--- config.mk ---
export PLATFORM = sky130hd
export DESIGN_NAME = current_limit_config_fault
export DESIGN_NICKNAME = d
export VERILOG_FILES = /design/src/climit_pkg.sv /design/src/strap_if.sv /design/src/strap_decode.sv /design/src/current_limit_config_fault.sv
export SDC_FILE = /design/constraint.sdc
export NUM_CORES = 1
export LEC_CHECK = 0
export BUFFER_PORTS_ARGS = -buffer_cell sky130_fd_sc_hd__buf_2
export CORE_MARGIN = 2
export CORE_UTILIZATION = 34
export CTS_CLUSTER_SIZE = 10
export DETAILED_ROUTE_END_ITERATION = 10
export PLACE_DENSITY = 0.62
export SYNTH_ARGS = -nofsm -noshare
export SYNTH_HDL_FRONTEND = slang
export SYNTH_SLANG_ARGS = --single-unit
--- constraint.sdc ---
create_clock -name ref_clk -period 5.3 [get_ports ref_clk]
set_input_delay 1.06 -clock ref_clk [delete_from_list [all_inputs] [get_ports ref_clk]]
set_output_delay 1.06 -clock ref_clk [all_outputs]
set_load 0.02 [all_outputs]
--- src/climit_pkg.sv ---
// Package with constants for the current-limit configuration and fault block
package climit_pkg;
	localparam int unsigned CLK_MHZ = 25;
	localparam int unsigned BLANK_NS = 224;
	localparam int unsigned BLANK_CYC = (BLANK_NS * CLK_MHZ + 999) / 1000;
	localparam int unsigned VIOL_DEFAULT = 5;
	localparam logic [7:0] STEP_MV = 8'h05;
	localparam logic [7:0] RANGE_LO_MV = 8'h19;
	localparam logic [7:0] RANGE_MID_MV = 8'h23;
	localparam logic [7:0] RANGE_HI_MV = 8'h32;
	localparam logic [4:0] RES_MID_BASE = 5'h06;
	localparam logic [4:0] RES_HI_BASE = 5'h0e;
	localparam logic [4:0] RES_LAST = 5'h18;
	localparam logic [1:0] STRAP_LOW = 2'h0;
	localparam logic [1:0] STRAP_OPEN = 2'h1;
	localparam logic [1:0] STRAP_HIGH = 2'h2;
	localparam logic [1:0] STRAP_RES = 2'h3;
	localparam logic [3:0] ADDR_CTRL = 4'h0;
	localparam logic [3:0] ADDR_LIMIT = 4'h1;
	localparam logic [3:0] ADDR_FAULT_CFG = 4'h2;
	localparam logic [3:0] ADDR_COMP = 4'h3;
	localparam logic [3:0] ADDR_PERIOD = 4'h4;
	localparam logic [3:0] ADDR_DUTY = 4'h5;
	localparam logic [3:0] ADDR_IRQ_STATUS = 4'h6;
	localparam logic [3:0] ADDR_IRQ_ENABLE = 4'h7;
	localparam logic [3:0] ADDR_IRQ_CLEAR = 4'h8;
	localparam logic [3:0] ADDR_CFG_STATUS = 4'h9;
	localparam int unsigned IRQ_OC = 0;
	localparam int unsigned IRQ_UC = 1;
	localparam int unsigned IRQ_STRAP = 2;
	localparam logic [1:0] ACT_IGNORE = 2'h0;
	localparam logic [1:0] ACT_SHUTDOWN = 2'h1;
	localparam logic [1:0] ACT_LIMIT = 2'h2;
	localparam logic [7:0] PERIOD_RESET = 8'h3f;
	localparam logic [7:0] UC_LIMIT_RESET = 8'h00;
	localparam logic [7:0] FAULT_CFG_RESET = 8'h00;
endpackage

--- src/strap_if.sv ---
// Interface carrying strap decode request and result
`timescale 1ns/1ps
interface strap_if;
	logic [1:0] kind;
	logic [4:0] res_code;
	logic [7:0] limit_mv;
	logic [7:0] range_mv;
	modport decoder(input kind, input res_code, output limit_mv, output range_mv);
	modport user(output kind, output res_code, input limit_mv, input range_mv);
endinterface

--- src/strap_decode.sv ---
// Registered decoder from current-limit strap to threshold and range
`timescale 1ns/1ps
module strap_decode (
	input wire logic ref_clk,
	input wire logic rst,
	strap_if.decoder sif
);
	logic [7:0] next_limit;
	logic [7:0] next_range;
	logic [7:0] limit_q;
	logic [7:0] range_q;

	function automatic logic [7:0] steps(input logic [4:0] n);
		steps = 8'({3'h0, n}) * climit_pkg::STEP_MV;
	endfunction

	always_comb begin
		next_limit = climit_pkg::RANGE_HI_MV;
		next_range = climit_pkg::RANGE_HI_MV;
		case (sif.kind)
			climit_pkg::STRAP_LOW: begin
				next_limit = climit_pkg::RANGE_LO_MV;
				next_range = climit_pkg::RANGE_LO_MV;
			end
			climit_pkg::STRAP_OPEN: begin
				next_limit = climit_pkg::RANGE_MID_MV;
				next_range = climit_pkg::RANGE_MID_MV;
			end
			climit_pkg::STRAP_HIGH: begin
				next_limit = climit_pkg::RANGE_HI_MV;
				next_range = climit_pkg::RANGE_HI_MV;
			end
			default: begin
				// Codes past the top entry clamp to the last 50 mV setting
				if (sif.res_code < climit_pkg::RES_MID_BASE) begin
					next_limit = steps(sif.res_code);
					next_range = climit_pkg::RANGE_LO_MV;
				end else if (sif.res_code < climit_pkg::RES_HI_BASE) begin
					next_limit = steps(sif.res_code - climit_pkg::RES_MID_BASE);
					next_range = climit_pkg::RANGE_MID_MV;
				end else if (sif.res_code <= climit_pkg::RES_LAST) begin
					next_limit = steps(sif.res_code - climit_pkg::RES_HI_BASE);
					next_range = climit_pkg::RANGE_HI_MV;
				end
			end
		endcase
	end

	always_ff @(posedge ref_clk) begin
		if (rst) begin
			limit_q <= 8'h00;
			range_q <= 8'h00;
		end else begin
			limit_q <= next_limit;
			range_q <= next_range;
		end
	end

	assign sif.limit_mv = limit_q;
	assign sif.range_mv = range_q;
endmodule

--- src/current_limit_config_fault.sv ---
// Current-limit configuration, fault qualification and duty generation
`timescale 1ns/1ps
module current_limit_config_fault #(
	parameter int unsigned VIOL_ALLOWED = climit_pkg::VIOL_DEFAULT,
	parameter int unsigned BLANK_CYCLES = climit_pkg::BLANK_CYC
) (
	input wire logic ref_clk,
	input wire logic rst,
	input wire logic [1:0] current_limit_strap_pin,
	input wire logic [4:0] limit_strap_resistor,
	input wire logic [4:0] compensation_strap_pin,
	input wire logic sample_valid,
	input wire logic [7:0] sense_mv,
	input wire logic sense_negative,
	input wire logic [7:0] error_value,
	input wire logic [3:0] addr,
	input wire logic [7:0] wdata,
	input wire logic wr,
	input wire logic rd,
	output logic [7:0] rdata,
	output logic drive_high,
	output logic drive_low,
	output logic fault,
	output logic irq
);
	initial begin
		if (VIOL_ALLOWED < 1 || VIOL_ALLOWED > 200 || BLANK_CYCLES < 1 || BLANK_CYCLES > 200)
			$error("Unsupported parameter value");
	end

	typedef enum logic [2:0] {
		ST_SAMPLE = 3'b001,
		ST_DECODE = 3'b010,
		ST_RUN = 3'b100
	} phase_e;

	phase_e phase, next_phase;

	// Pin synchronisers: three stages, change accepted when stages two and three agree
	logic [1:0] lim_s1, lim_s2, lim_s3, lim_stable, next_lim_stable;
	logic [4:0] res_s1, res_s2, res_s3, res_stable, next_res_stable;
	logic [4:0] fc_s1, fc_s2, fc_s3, fc_stable, next_fc_stable;

	always_comb begin
		next_lim_stable = (lim_s2 == lim_s3) ? lim_s3 : lim_stable;
		next_res_stable = (res_s2 == res_s3) ? res_s3 : res_stable;
		next_fc_stable = (fc_s2 == fc_s3) ? fc_s3 : fc_stable;
	end

	always_ff @(posedge ref_clk) begin
		if (rst) begin
			lim_s1 <= 2'h0;
			lim_s2 <= 2'h0;
			lim_s3 <= 2'h0;
			lim_stable <= 2'h0;
			res_s1 <= 5'h00;
			res_s2 <= 5'h00;
			res_s3 <= 5'h00;
			res_stable <= 5'h00;
			fc_s1 <= 5'h00;
			fc_s2 <= 5'h00;
			fc_s3 <= 5'h00;
			fc_stable <= 5'h00;
		end else begin
			lim_s1 <= current_limit_strap_pin;
			lim_s2 <= lim_s1;
			lim_s3 <= lim_s2;
			lim_stable <= next_lim_stable;
			res_s1 <= limit_strap_resistor;
			res_s2 <= res_s1;
			res_s3 <= res_s2;
			res_stable <= next_res_stable;
			fc_s1 <= compensation_strap_pin;
			fc_s2 <= fc_s1;
			fc_s3 <= fc_s2;
			fc_stable <= next_fc_stable;
		end
	end

	strap_if sif();
	assign sif.kind = lim_stable;
	assign sif.res_code = res_stable;

	strap_decode u_decode (
		.ref_clk(ref_clk),
		.rst(rst),
		.sif(sif)
	);

	// Configuration state
	logic [7:0] limit_mv, next_limit_mv;
	logic [7:0] range_mv, next_range_mv;
	logic [7:0] uc_limit_mv, next_uc_limit_mv;
	logic [4:0] comp_zero, next_comp_zero;
	logic [7:0] fault_cfg, next_fault_cfg;
	logic [7:0] period, next_period;
	logic [3:0] settle, next_settle;

	wire wr_limit = wr && addr == climit_pkg::ADDR_LIMIT;
	wire wr_comp = wr && addr == climit_pkg::ADDR_COMP;
	wire wr_cfg = wr && addr == climit_pkg::ADDR_FAULT_CFG;

	always_comb begin
		next_phase = phase;
		next_settle = settle;
		next_limit_mv = limit_mv;
		next_range_mv = range_mv;
		next_comp_zero = comp_zero;
		next_uc_limit_mv = (wr && addr == climit_pkg::ADDR_CTRL) ? wdata : uc_limit_mv;
		next_fault_cfg = wr_cfg ? wdata : fault_cfg;
		next_period = (wr && addr == climit_pkg::ADDR_PERIOD) ? wdata : period;
		case (phase)
			ST_SAMPLE: begin
				// Wait for synchronisers to fill before trusting strap levels
				next_settle = settle + 4'h1;
				if (settle == 4'h7)
					next_phase = ST_DECODE;
			end
			ST_DECODE: begin
				next_limit_mv = sif.limit_mv;
				next_range_mv = sif.range_mv;
				next_comp_zero = fc_stable;
				next_phase = ST_RUN;
			end
			ST_RUN: begin
				// Straps are not watched again; only software moves settings
			end
			default: next_phase = ST_SAMPLE;
		endcase
		if (wr_limit)
			next_limit_mv = wdata;
		if (wr_comp)
			next_comp_zero = wdata[4:0];
	end

	always_ff @(posedge ref_clk) begin
		if (rst) begin
			phase <= ST_SAMPLE;
			settle <= 4'h0;
			limit_mv <= 8'h00;
			range_mv <= 8'h00;
			comp_zero <= 5'h00;
			uc_limit_mv <= climit_pkg::UC_LIMIT_RESET;
			fault_cfg <= climit_pkg::FAULT_CFG_RESET;
			period <= climit_pkg::PERIOD_RESET;
		end else begin
			phase <= next_phase;
			settle <= next_settle;
			limit_mv <= next_limit_mv;
			range_mv <= next_range_mv;
			comp_zero <= next_comp_zero;
			uc_limit_mv <= next_uc_limit_mv;
			fault_cfg <= next_fault_cfg;
			period <= next_period;
		end
	end

	// PWM: period counter set by the period register, duty from integrated error
	logic [7:0] pwm_cnt, next_pwm_cnt;
	logic [15:0] integ, next_integ;
	logic [7:0] duty, next_duty;
	logic next_drive_high, next_drive_low;
	logic [7:0] blank_cnt, next_blank_cnt;
	logic [7:0] oc_cnt, next_oc_cnt;
	logic [7:0] uc_cnt, next_uc_cnt;
	logic oc_event, uc_event;
	logic next_fault;
	wire running = phase == ST_RUN;
	wire shut = fault && fault_cfg[1:0] == climit_pkg::ACT_SHUTDOWN;
	wire [7:0] viol_limit = (fault_cfg[7:2] == 6'h00) ? 8'(VIOL_ALLOWED) : {2'h0, fault_cfg[7:2]};
	wire [7:0] sense_clip = (sense_mv > range_mv) ? range_mv : sense_mv;

	always_comb begin
		next_pwm_cnt = (pwm_cnt >= period) ? 8'h00 : pwm_cnt + 8'h01;
		next_integ = integ + {{8{error_value[7]}}, error_value};
		next_duty = (pwm_cnt == 8'h00) ? integ[15:8] : duty;
		next_drive_high = running && !shut && pwm_cnt < duty;
		next_drive_low = running && !shut && pwm_cnt >= duty;
		// Blank counter restarts when the down-slope window opens
		next_blank_cnt = blank_cnt;
		if (!drive_low)
			next_blank_cnt = 8'h00;
		else if (blank_cnt < 8'(BLANK_CYCLES))
			next_blank_cnt = blank_cnt + 8'h01;
		oc_event = 1'b0;
		uc_event = 1'b0;
		next_oc_cnt = oc_cnt;
		next_uc_cnt = uc_cnt;
		if (running && sample_valid && drive_low && blank_cnt >= 8'(BLANK_CYCLES)) begin
			if (!sense_negative && sense_clip > limit_mv)
				next_oc_cnt = oc_cnt + 8'h01;
			else
				next_oc_cnt = 8'h00;
			if (sense_negative && sense_mv > uc_limit_mv && uc_limit_mv != 8'h00)
				next_uc_cnt = uc_cnt + 8'h01;
			else
				next_uc_cnt = 8'h00;
			oc_event = next_oc_cnt > viol_limit && oc_cnt <= viol_limit;
			uc_event = next_uc_cnt > viol_limit && uc_cnt <= viol_limit;
		end
		// Ignore action leaves fault low; the event still sets the interrupt status
		next_fault = fault;
		if ((oc_event || uc_event) && fault_cfg[1:0] != climit_pkg::ACT_IGNORE)
			next_fault = 1'b1;
		else if (wr_cfg)
			next_fault = 1'b0;
		if (fault && fault_cfg[1:0] == climit_pkg::ACT_LIMIT && pwm_cnt == 8'h00)
			next_duty = duty >> 1;
	end

	always_ff @(posedge ref_clk) begin
		if (rst) begin
			pwm_cnt <= 8'h00;
			integ <= 16'h0000;
			duty <= 8'h00;
			drive_high <= 1'b0;
			drive_low <= 1'b0;
			blank_cnt <= 8'h00;
			oc_cnt <= 8'h00;
			uc_cnt <= 8'h00;
			fault <= 1'b0;
		end else begin
			pwm_cnt <= next_pwm_cnt;
			integ <= next_integ;
			duty <= next_duty;
			drive_high <= next_drive_high;
			drive_low <= next_drive_low;
			blank_cnt <= next_blank_cnt;
			oc_cnt <= next_oc_cnt;
			uc_cnt <= next_uc_cnt;
			fault <= next_fault;
		end
	end

	// Interrupts and register read port
	logic [2:0] irq_status, next_irq_status;
	logic [2:0] irq_enable, next_irq_enable;
	logic next_irq;
	logic [7:0] next_rdata;

	always_comb begin
		next_irq_status = irq_status;
		if (wr && addr == climit_pkg::ADDR_IRQ_CLEAR)
			next_irq_status = irq_status & ~wdata[2:0];
		// Set beats a same-cycle clear
		next_irq_status[climit_pkg::IRQ_OC] = next_irq_status[climit_pkg::IRQ_OC] | oc_event;
		next_irq_status[climit_pkg::IRQ_UC] = next_irq_status[climit_pkg::IRQ_UC] | uc_event;
		next_irq_status[climit_pkg::IRQ_STRAP] = next_irq_status[climit_pkg::IRQ_STRAP] |
			(phase == ST_DECODE);
		next_irq_enable = (wr && addr == climit_pkg::ADDR_IRQ_ENABLE) ? wdata[2:0] : irq_enable;
		next_irq = |(next_irq_status & next_irq_enable);
		next_rdata = 8'h00;
		if (rd) begin
			case (addr)
				climit_pkg::ADDR_CTRL: next_rdata = uc_limit_mv;
				climit_pkg::ADDR_LIMIT: next_rdata = limit_mv;
				climit_pkg::ADDR_FAULT_CFG: next_rdata = fault_cfg;
				climit_pkg::ADDR_COMP: next_rdata = {3'h0, comp_zero};
				climit_pkg::ADDR_PERIOD: next_rdata = period;
				climit_pkg::ADDR_DUTY: next_rdata = duty;
				climit_pkg::ADDR_IRQ_STATUS: next_rdata = {5'h00, irq_status};
				climit_pkg::ADDR_IRQ_ENABLE: next_rdata = {5'h00, irq_enable};
				climit_pkg::ADDR_CFG_STATUS: next_rdata = {range_mv[5:0], fault, running};
				default: next_rdata = 8'h00;
			endcase
		end
	end

	always_ff @(posedge ref_clk) begin
		if (rst) begin
			irq_status <= 3'h0;
			irq_enable <= 3'h0;
			irq <= 1'b0;
			rdata <= 8'h00;
		end else begin
			irq_status <= next_irq_status;
			irq_enable <= next_irq_enable;
			irq <= next_irq;
			rdata <= next_rdata;
		end
	end
endmodule

# Word level (Yosys, flattened, before mapping)
# Index checks and enable logic that the tools add are counted.
# word_totals
regBits,190
out_inout_bits,12
inputBits,46
elab_cells,161
# op_classes
n_bitwise,9
addsub,8
eq_ne,21
order_cmp,15
n_reduce_logical,41
muxes,28
n_mul,3
# ops
op,n
2-to-1 mux 8 bit,11
case mux 8 bit (9 select lines),1
case mux 8 bit (3 select lines),2
"adder 8 x 1 -> 8 bit, second input constant",4
greater-than comparator 8 bit,3
"multiplier 5 x 3 -> 8 bit, second input constant",3
logical AND 1 bit,22
"== test 4 x 3 -> 1 bit, second input constant",5
adder 16 bit,1
>= comparator 8 bit,2
greater-than comparator 8 x 6 -> 1 bit,2
less-or-equal comparator 8 x 6 -> 1 bit,2
2-to-1 mux 5 bit,3
2-to-1 mux 7 bit,2
== test 5 bit,2
nonzero test 2 bit,5
2-to-1 mux 3 bit,3
case mux 3 bit (3 select lines),1
"== test 4 x 2 -> 1 bit, second input constant",2
"== test 4 bit, second input constant",2
">= comparator 8 x 3 -> 1 bit, second input constant",1
zero test 8 bit,1
"< comparator 8 x 3 -> 1 bit, second input constant",1
< comparator 8 bit,1
other kinds (29),43

# Depth between registers and ports, before layout
# depth
ltp_word,12
mapped_depth,24
ltp_nobuf,23

# Hierarchy
# Synthesis repeated with hierarchy kept, for this count alone.
# hier_totals
hier_cells,1239
hier_area_um2,10430.0
# modules_own_cells
module,seq_area_each_um2,cells_per_inst,n_inst,area_each_um2
current_limit_config_fault,3483.3,1113,1,9286.4
strap_decode,240.2,126,1,1143.6

# Least setup slack after synthesis
# No wires, ideal clock.
# synth_path
path_kind,in2reg
startpoint,in sense_mv[1]
endpoint,reg fault
path_buffers,1
required_ps,5170
path_slack_ps,190
setup_ps,130
cell_stages,21
arrival_ps,4980
path_cell_list,ha_1 > nor2b_1 > o31a_1 > o21ai_1 > nand2b_1 > a21oi_1 > o21ai_1 > mux2_2 > ha_1 > nand4_1 > nor3_1 > nor2_1 > a22oi_2 > buf_4 > nor2_1 > ha_1 > a21o_1 > a2111oi_0 > o22ai_1 > a22oi_1 > o22ai_1
# synth_between
elab_chain_len,12
word_cells_on_any_way,21
cone_classes,order compare: 5; mux: 8; reduce/logical: 8
# synth_rtl
item,line,source
"start, declared",current_limit_config_fault.sv:13,"input wire logic [7:0] sense_mv,"
greater-than comparator 8 bit,current_limit_config_fault.sv:171,wire [7:0] sense_clip = (sense_mv > range_mv) ? range_mv : sense_mv;
2-to-1 mux 8 bit,current_limit_config_fault.sv:171,
greater-than comparator 8 bit,current_limit_config_fault.sv:190,if (!sense_negative && sense_clip > limit_mv)
logical AND 1 bit,current_limit_config_fault.sv:190,
2-to-1 mux 8 bit,current_limit_config_fault.sv:190,
2-to-1 mux 8 bit,current_limit_config_fault.sv:189,if (running && sample_valid && drive_low && blank_cnt >= 8'(BLANK_CYCLES)) begin
greater-than comparator 8 x 6 -> 1 bit,current_limit_config_fault.sv:198,oc_event = next_oc_cnt > viol_limit && oc_cnt <= viol_limit;
logical AND 1 bit,current_limit_config_fault.sv:198,
2-to-1 mux 1 bit,current_limit_config_fault.sv:189,
logical OR 1 bit *,current_limit_config_fault.sv:203,if ((oc_event || uc_event) && fault_cfg[1:0] != climit_pkg::ACT_IGNORE)
logical AND 1 bit *,current_limit_config_fault.sv:203,
2-to-1 mux 1 bit or nonzero test 2 bit (tied branches),-,
"end signal, assigned",current_limit_config_fault.sv:231,fault <= next_fault;
"end, declared",current_limit_config_fault.sv:23,"output logic fault,"
# Mark *: on every way between the ends. The rest lies on a longest branch, timed or not. The select of a mux whose other input is x is not followed.
# A chain may end at the register's enable or synchronous reset.

# Worst setup path after layout
# Ends and elaborated chain as after synthesis.

==> results.json <==
{
  "cts_tree": "done",
  "grt_max_degree": 84,
  "yosys_warnings": 0,
  "crit_slowest_cell": "a2111oi_1",
  "hold_class": "reg -> reg",
  "sequentialPowerShare_pct": 44.6,
  "nNetsFinal": 1366,
  "grt_usage_pct": 16.0,
  "grt_pass1_vias": 7643,
  "cap_viol_max_count": 0,
  "clk_latency_ns": 0.43,
  "synth_edf_count": 0,
  "totalWireLength_um": 24200,
  "grtUsageMet1_pct": 21.4,
  "synth_top_area_share_pct": 36.1,
  "grt_pass1_wl_um": 39700,
  "synthTopCellsByArea": "dfxtp_1 36%, ha_1 13%, nor2_1 5.8%",
  "seq_area_frac_synth_pct": 36.1,
  "grt_overflow": 0,
  "met2_usage_pct": 25.8,
  "r2r_slack_ns": 0.57,
  "synth_cell_type_count": 76,
  "synth_area_um2": 10100,
  "crit_path_max_fanout": 6,
  "critPathKind": "in -> reg",
  "holdCritStartpoint": "res_s1[0]$_SDFF_PP0_",
  "rsz0062_at_grt": "no",
  "synth_seq_cells": 182,
  "r2r-start": "range_mv[1]$_SDFFE_PP0P_",
  "yosys.area_share.simple_pct": 20.5,
  "drt_pass1_iterations": 5,
  "dp_slack_ns": -0.214,
  "via_per_inst": 5.11,
  "finClkSkew_ns": 0.0108,
  "clkTransAtPathRegs_ns": 0.06,
  "synth_top_family_by_area": "simple AND/OR/NAND/NOR gates",
  "arrival_ns": 5.29,
  "cts_resized": 0,
  "cts_buffers": 17,
  "synth_mux_area_share_pct": 3.89,
  "io_pins": 58,
  "drive_gt1_share_pct": 10.5,
  "cts-htree-levels": 4,
  "slew_violations": 0,
  "synth_compound_area_share_pct": 16.6,
  "worstMarginPinSlew_ns": 0.879,
  "yosys.area_share.xor_xnor_pct": 4.60,
  "grt.busiest_layer": "met2",
  "grtUsageMet3_pct": 3.08,
  "hold_buffers": 0,
  "vias": 8249,
  "finalPower_mw": 3.38,
  "avgSynthCellArea_um2": 8.61,
  "die_height_um": 176,
  "final_util_pct": 38.5,
  "min_period_over_period_pct": 94.4,
  "regArea_um2": 3640,
  "remaining_drc_errors": 0,
  "finalWeightedCongestion": 0.860,
  "rr_worst_depth": 23,
  "hold_depth": 1,
  "die_x_um": 176,
  "antenna_found_initial": 1,
  "end_kind": "flip-flop",
  "hpwl_um": 17800,
  "crit_path_cell_trace": "buf_2 -> ha_1 -> nor2b_1 -> o31a_1 -> o21ai_1 -> nand2b_1 -> a21oi_1 -> o21ai_1 -> mux2_2 -> ha_1 -> nand4_1 -> nor3_1 -> nor2_1 -> a22oi_2 -> buf_4 -> nor2_1 -> ha_1 -> a21oi_1 -> nor2_1 -> a2111oi_1 -> o22ai_1 -> a22oi_1 -> o22ai_1",
  "cts_setup_buffers": 0,
  "core_um2": 29400,
  "clock_sinks": 182,
  "fin_cells": 1615,
  "setup_violations": 0,
  "async_reset_ff_share_pct": 0,
  "cp-start-kind": "primary input",
  "ant_nets": 0,
  "yosys.area_share.adder_pct": 13.8,
  "placed_cells": 1582,
  "clockBufferDepth": 2,
  "fin_crit_ns": 5.01,
  "irDropWorstVdd_mv": 0.218,
  "timing.rr.end": "fault$_SDFFE_PP0P_",
  "root_buffer": "clkbuf_16",
  "syn_to_final_growth_pct": 12.1,
  "port-buffer-count": 57,
  "sw_frac_of_total_pct": 29.1,
  "fin_ws_ns": 0.295,
  "p_comb_share_pct": 19.6,
  "maxSlewHeadroom_pct": 41.4,
  "fill_cells": 2988,
  "fmax_mhz": 200,
  "power_switching_mw": 0.986,
  "p_int_mw": 2.40,
  "power.share.clock_pct": 35.7,
  "power_density_nw_per_um2": 299,
  "drt-wirelength-per-cell_um": 15.0,
  "rows": 63,
  "hold_viol": 0,
  "synth_top_area_cell": "dfxtp_1",
  "outcome": "complete, no violations",
  "critical_path.max_stage_delay_ns": 0.33,
  "design.die.area_um2": 31100,
  "start_util_pct": 34.3,
  "leakage_nw": 4.63,
  "multi_input_area_um2": 6020,
  "ys.flop_type": "dfxtp_1",
  "hold_end": "res_s2[0]$_SDFF_PP0_",
  "cp_data_required_time_ns": 5.58,
  "drt_iter0_markers": 550,
  "syn-instance-count": 1172
}
==> cells in the mapped netlist (3+ instances only) <==
| cell | number |
|---|---|
| a21oi_1 | 115 |
| and2_1 | 6 |
| or2_2 | 3 |
| a2111oi_0 | 3 |
| a311o_1 | 5 |
| nand3_1 | 43 |
| xor2_1 | 28 |
| a21o_1 | 19 |
| nand2_1 | 69 |
| o21a_1 | 3 |
| nand2b_1 | 15 |
| ha_1 | 105 |
| a221oi_1 | 3 |
| nand3b_1 | 8 |
| a222oi_1 | 5 |
| dfxtp_1 | 182 |
| mux2i_1 | 28 |
| nand4_1 | 12 |
| clkbuf_1 | 27 |
| a22oi_1 | 8 |
| buf_4 | 4 |
| o21ai_1 | 4 |
| a31oi_1 | 6 |
| xnor2_1 | 25 |
| nor2_1 | 156 |
| a211oi_1 | 18 |
| nor3b_1 | 5 |
| nand3_2 | 3 |
| buf_2 | 13 |
| mux2_2 | 6 |
| o21bai_1 | 7 |
| fa_1 | 4 |
| or3_1 | 6 |
| o211ai_1 | 3 |
| buf_1 | 3 |
| nor3_1 | 15 |
| nor4_1 | 8 |
| inv_1 | 64 |
| o21ai_0 | 34 |
| o22ai_1 | 7 |
| and3_1 | 6 |
| nor2b_1 | 47 |
==> logic make-up (layout without fill, tap and decap cells) <==
family | count (synthesis) | after routing
AOI/OAI and AO/OA | 262 | 262
muxes | 36 | 36
buffers and inverters | 112 | 162
xor gates and xnor gates | 53 | 53
other | 1 | 4
adders and majority gates | 109 | 109
and+or+nand+nor | 417 | 417
DFF | 182 | 182
==> cells in the final DEF (no fill, tap or decap), types with 19 or more instances in the layout <==
cell,n
dfxtp_1,182
xnor2_1,25
xor2_1,28
ha_1,105
o21ai_0,34
nand3_1,43
a21o_1,19
buf_2,56
a21oi_1,115
nor2_1,156
nor2b_1,47
inv_1,64
nand2_1,69
mux2i_1,28
==> metrics by stage <==
stage | cell area, um^2 | hold slack, ns | TNS [ns]
final | 11300 | 0.434 | 0
after global routing | 11300 | 0.446 | 0
after CTS | 11300 | 0.436 | 0
after detailed placement | 10800 | 0.420 | -0.472
after global placement | 10800 | 0.416 | 0
after floorplan | 10100 | 0.414 | 0
==> state kept, by name, summed over array words and instances, names as in the netlist, 8 cells and up <==
name	count
fault_cfg	8
uc_cnt	8
duty	8
limit_mv	8
pwm_cnt	8
oc_cnt	8
u_decode.sif.limit_mv	8
period	8
uc_limit_mv	8
integ	16
blank_cnt	8
rdata	8
==> area by class of cell <==
class                   count  share of cell area (%)
clock buffers              20                    4.12
well taps                 390                    4.31
flip-flops and latches    182                    32.2
multi-input cells         879                    53.2
repair buffers             67                    3.21
diodes                      2                  0.0442
clock inverters            11                   0.796
inverters                  64                    2.12
==> metal layers <==
metal,vias up,routed length [um]
met4,2,548
met1,3836,11300
li1,4186,-
met2,184,11300
met5,-,11
met3,41,1070
==> worst max path at each step <==
stage                      startpoint            endpoint  slack (ns)  cells past startpoint
final                     sense_mv[1]  fault$_SDFFE_PP0P_        0.29                     23
after global routing      sense_mv[1]  fault$_SDFFE_PP0P_        0.01                     23
after CTS                 sense_mv[1]  fault$_SDFFE_PP0P_        0.25                     23
after detailed placement  sense_mv[1]  fault$_SDFFE_PP0P_       -0.21                     23
after global placement    sense_mv[1]  fault$_SDFFE_PP0P_        0.03                     23
after floorplan           sense_mv[1]  fault$_SDFFE_PP0P_        0.19                     21
==> power by group through the flow <==
stage | clock network (mW) | registers [mW] | logic [mW]
finish | 1.21 | 1.51 | 0.664
global route | 1.30 | 1.52 | 0.756
CTS | 1.24 | 1.51 | 0.666
detailed placement | 0 | 1.54 | 0.660
global placement | 0 | 1.54 | 0.644
floorplan | 0 | 1.52 | 0.532
==> critical path: cells and delay by family <==
family / cells / cell delay, ns
AOI/OAI and AO/OA: 10 / 1.97
adders and majority gates: 3 / 0.91
buffers and inverters: 2 / 0.28
muxes: 1 / 0.32
and+or+nand+nor: 7 / 0.75
Note: power is estimated with default switching activity, not from simulation.
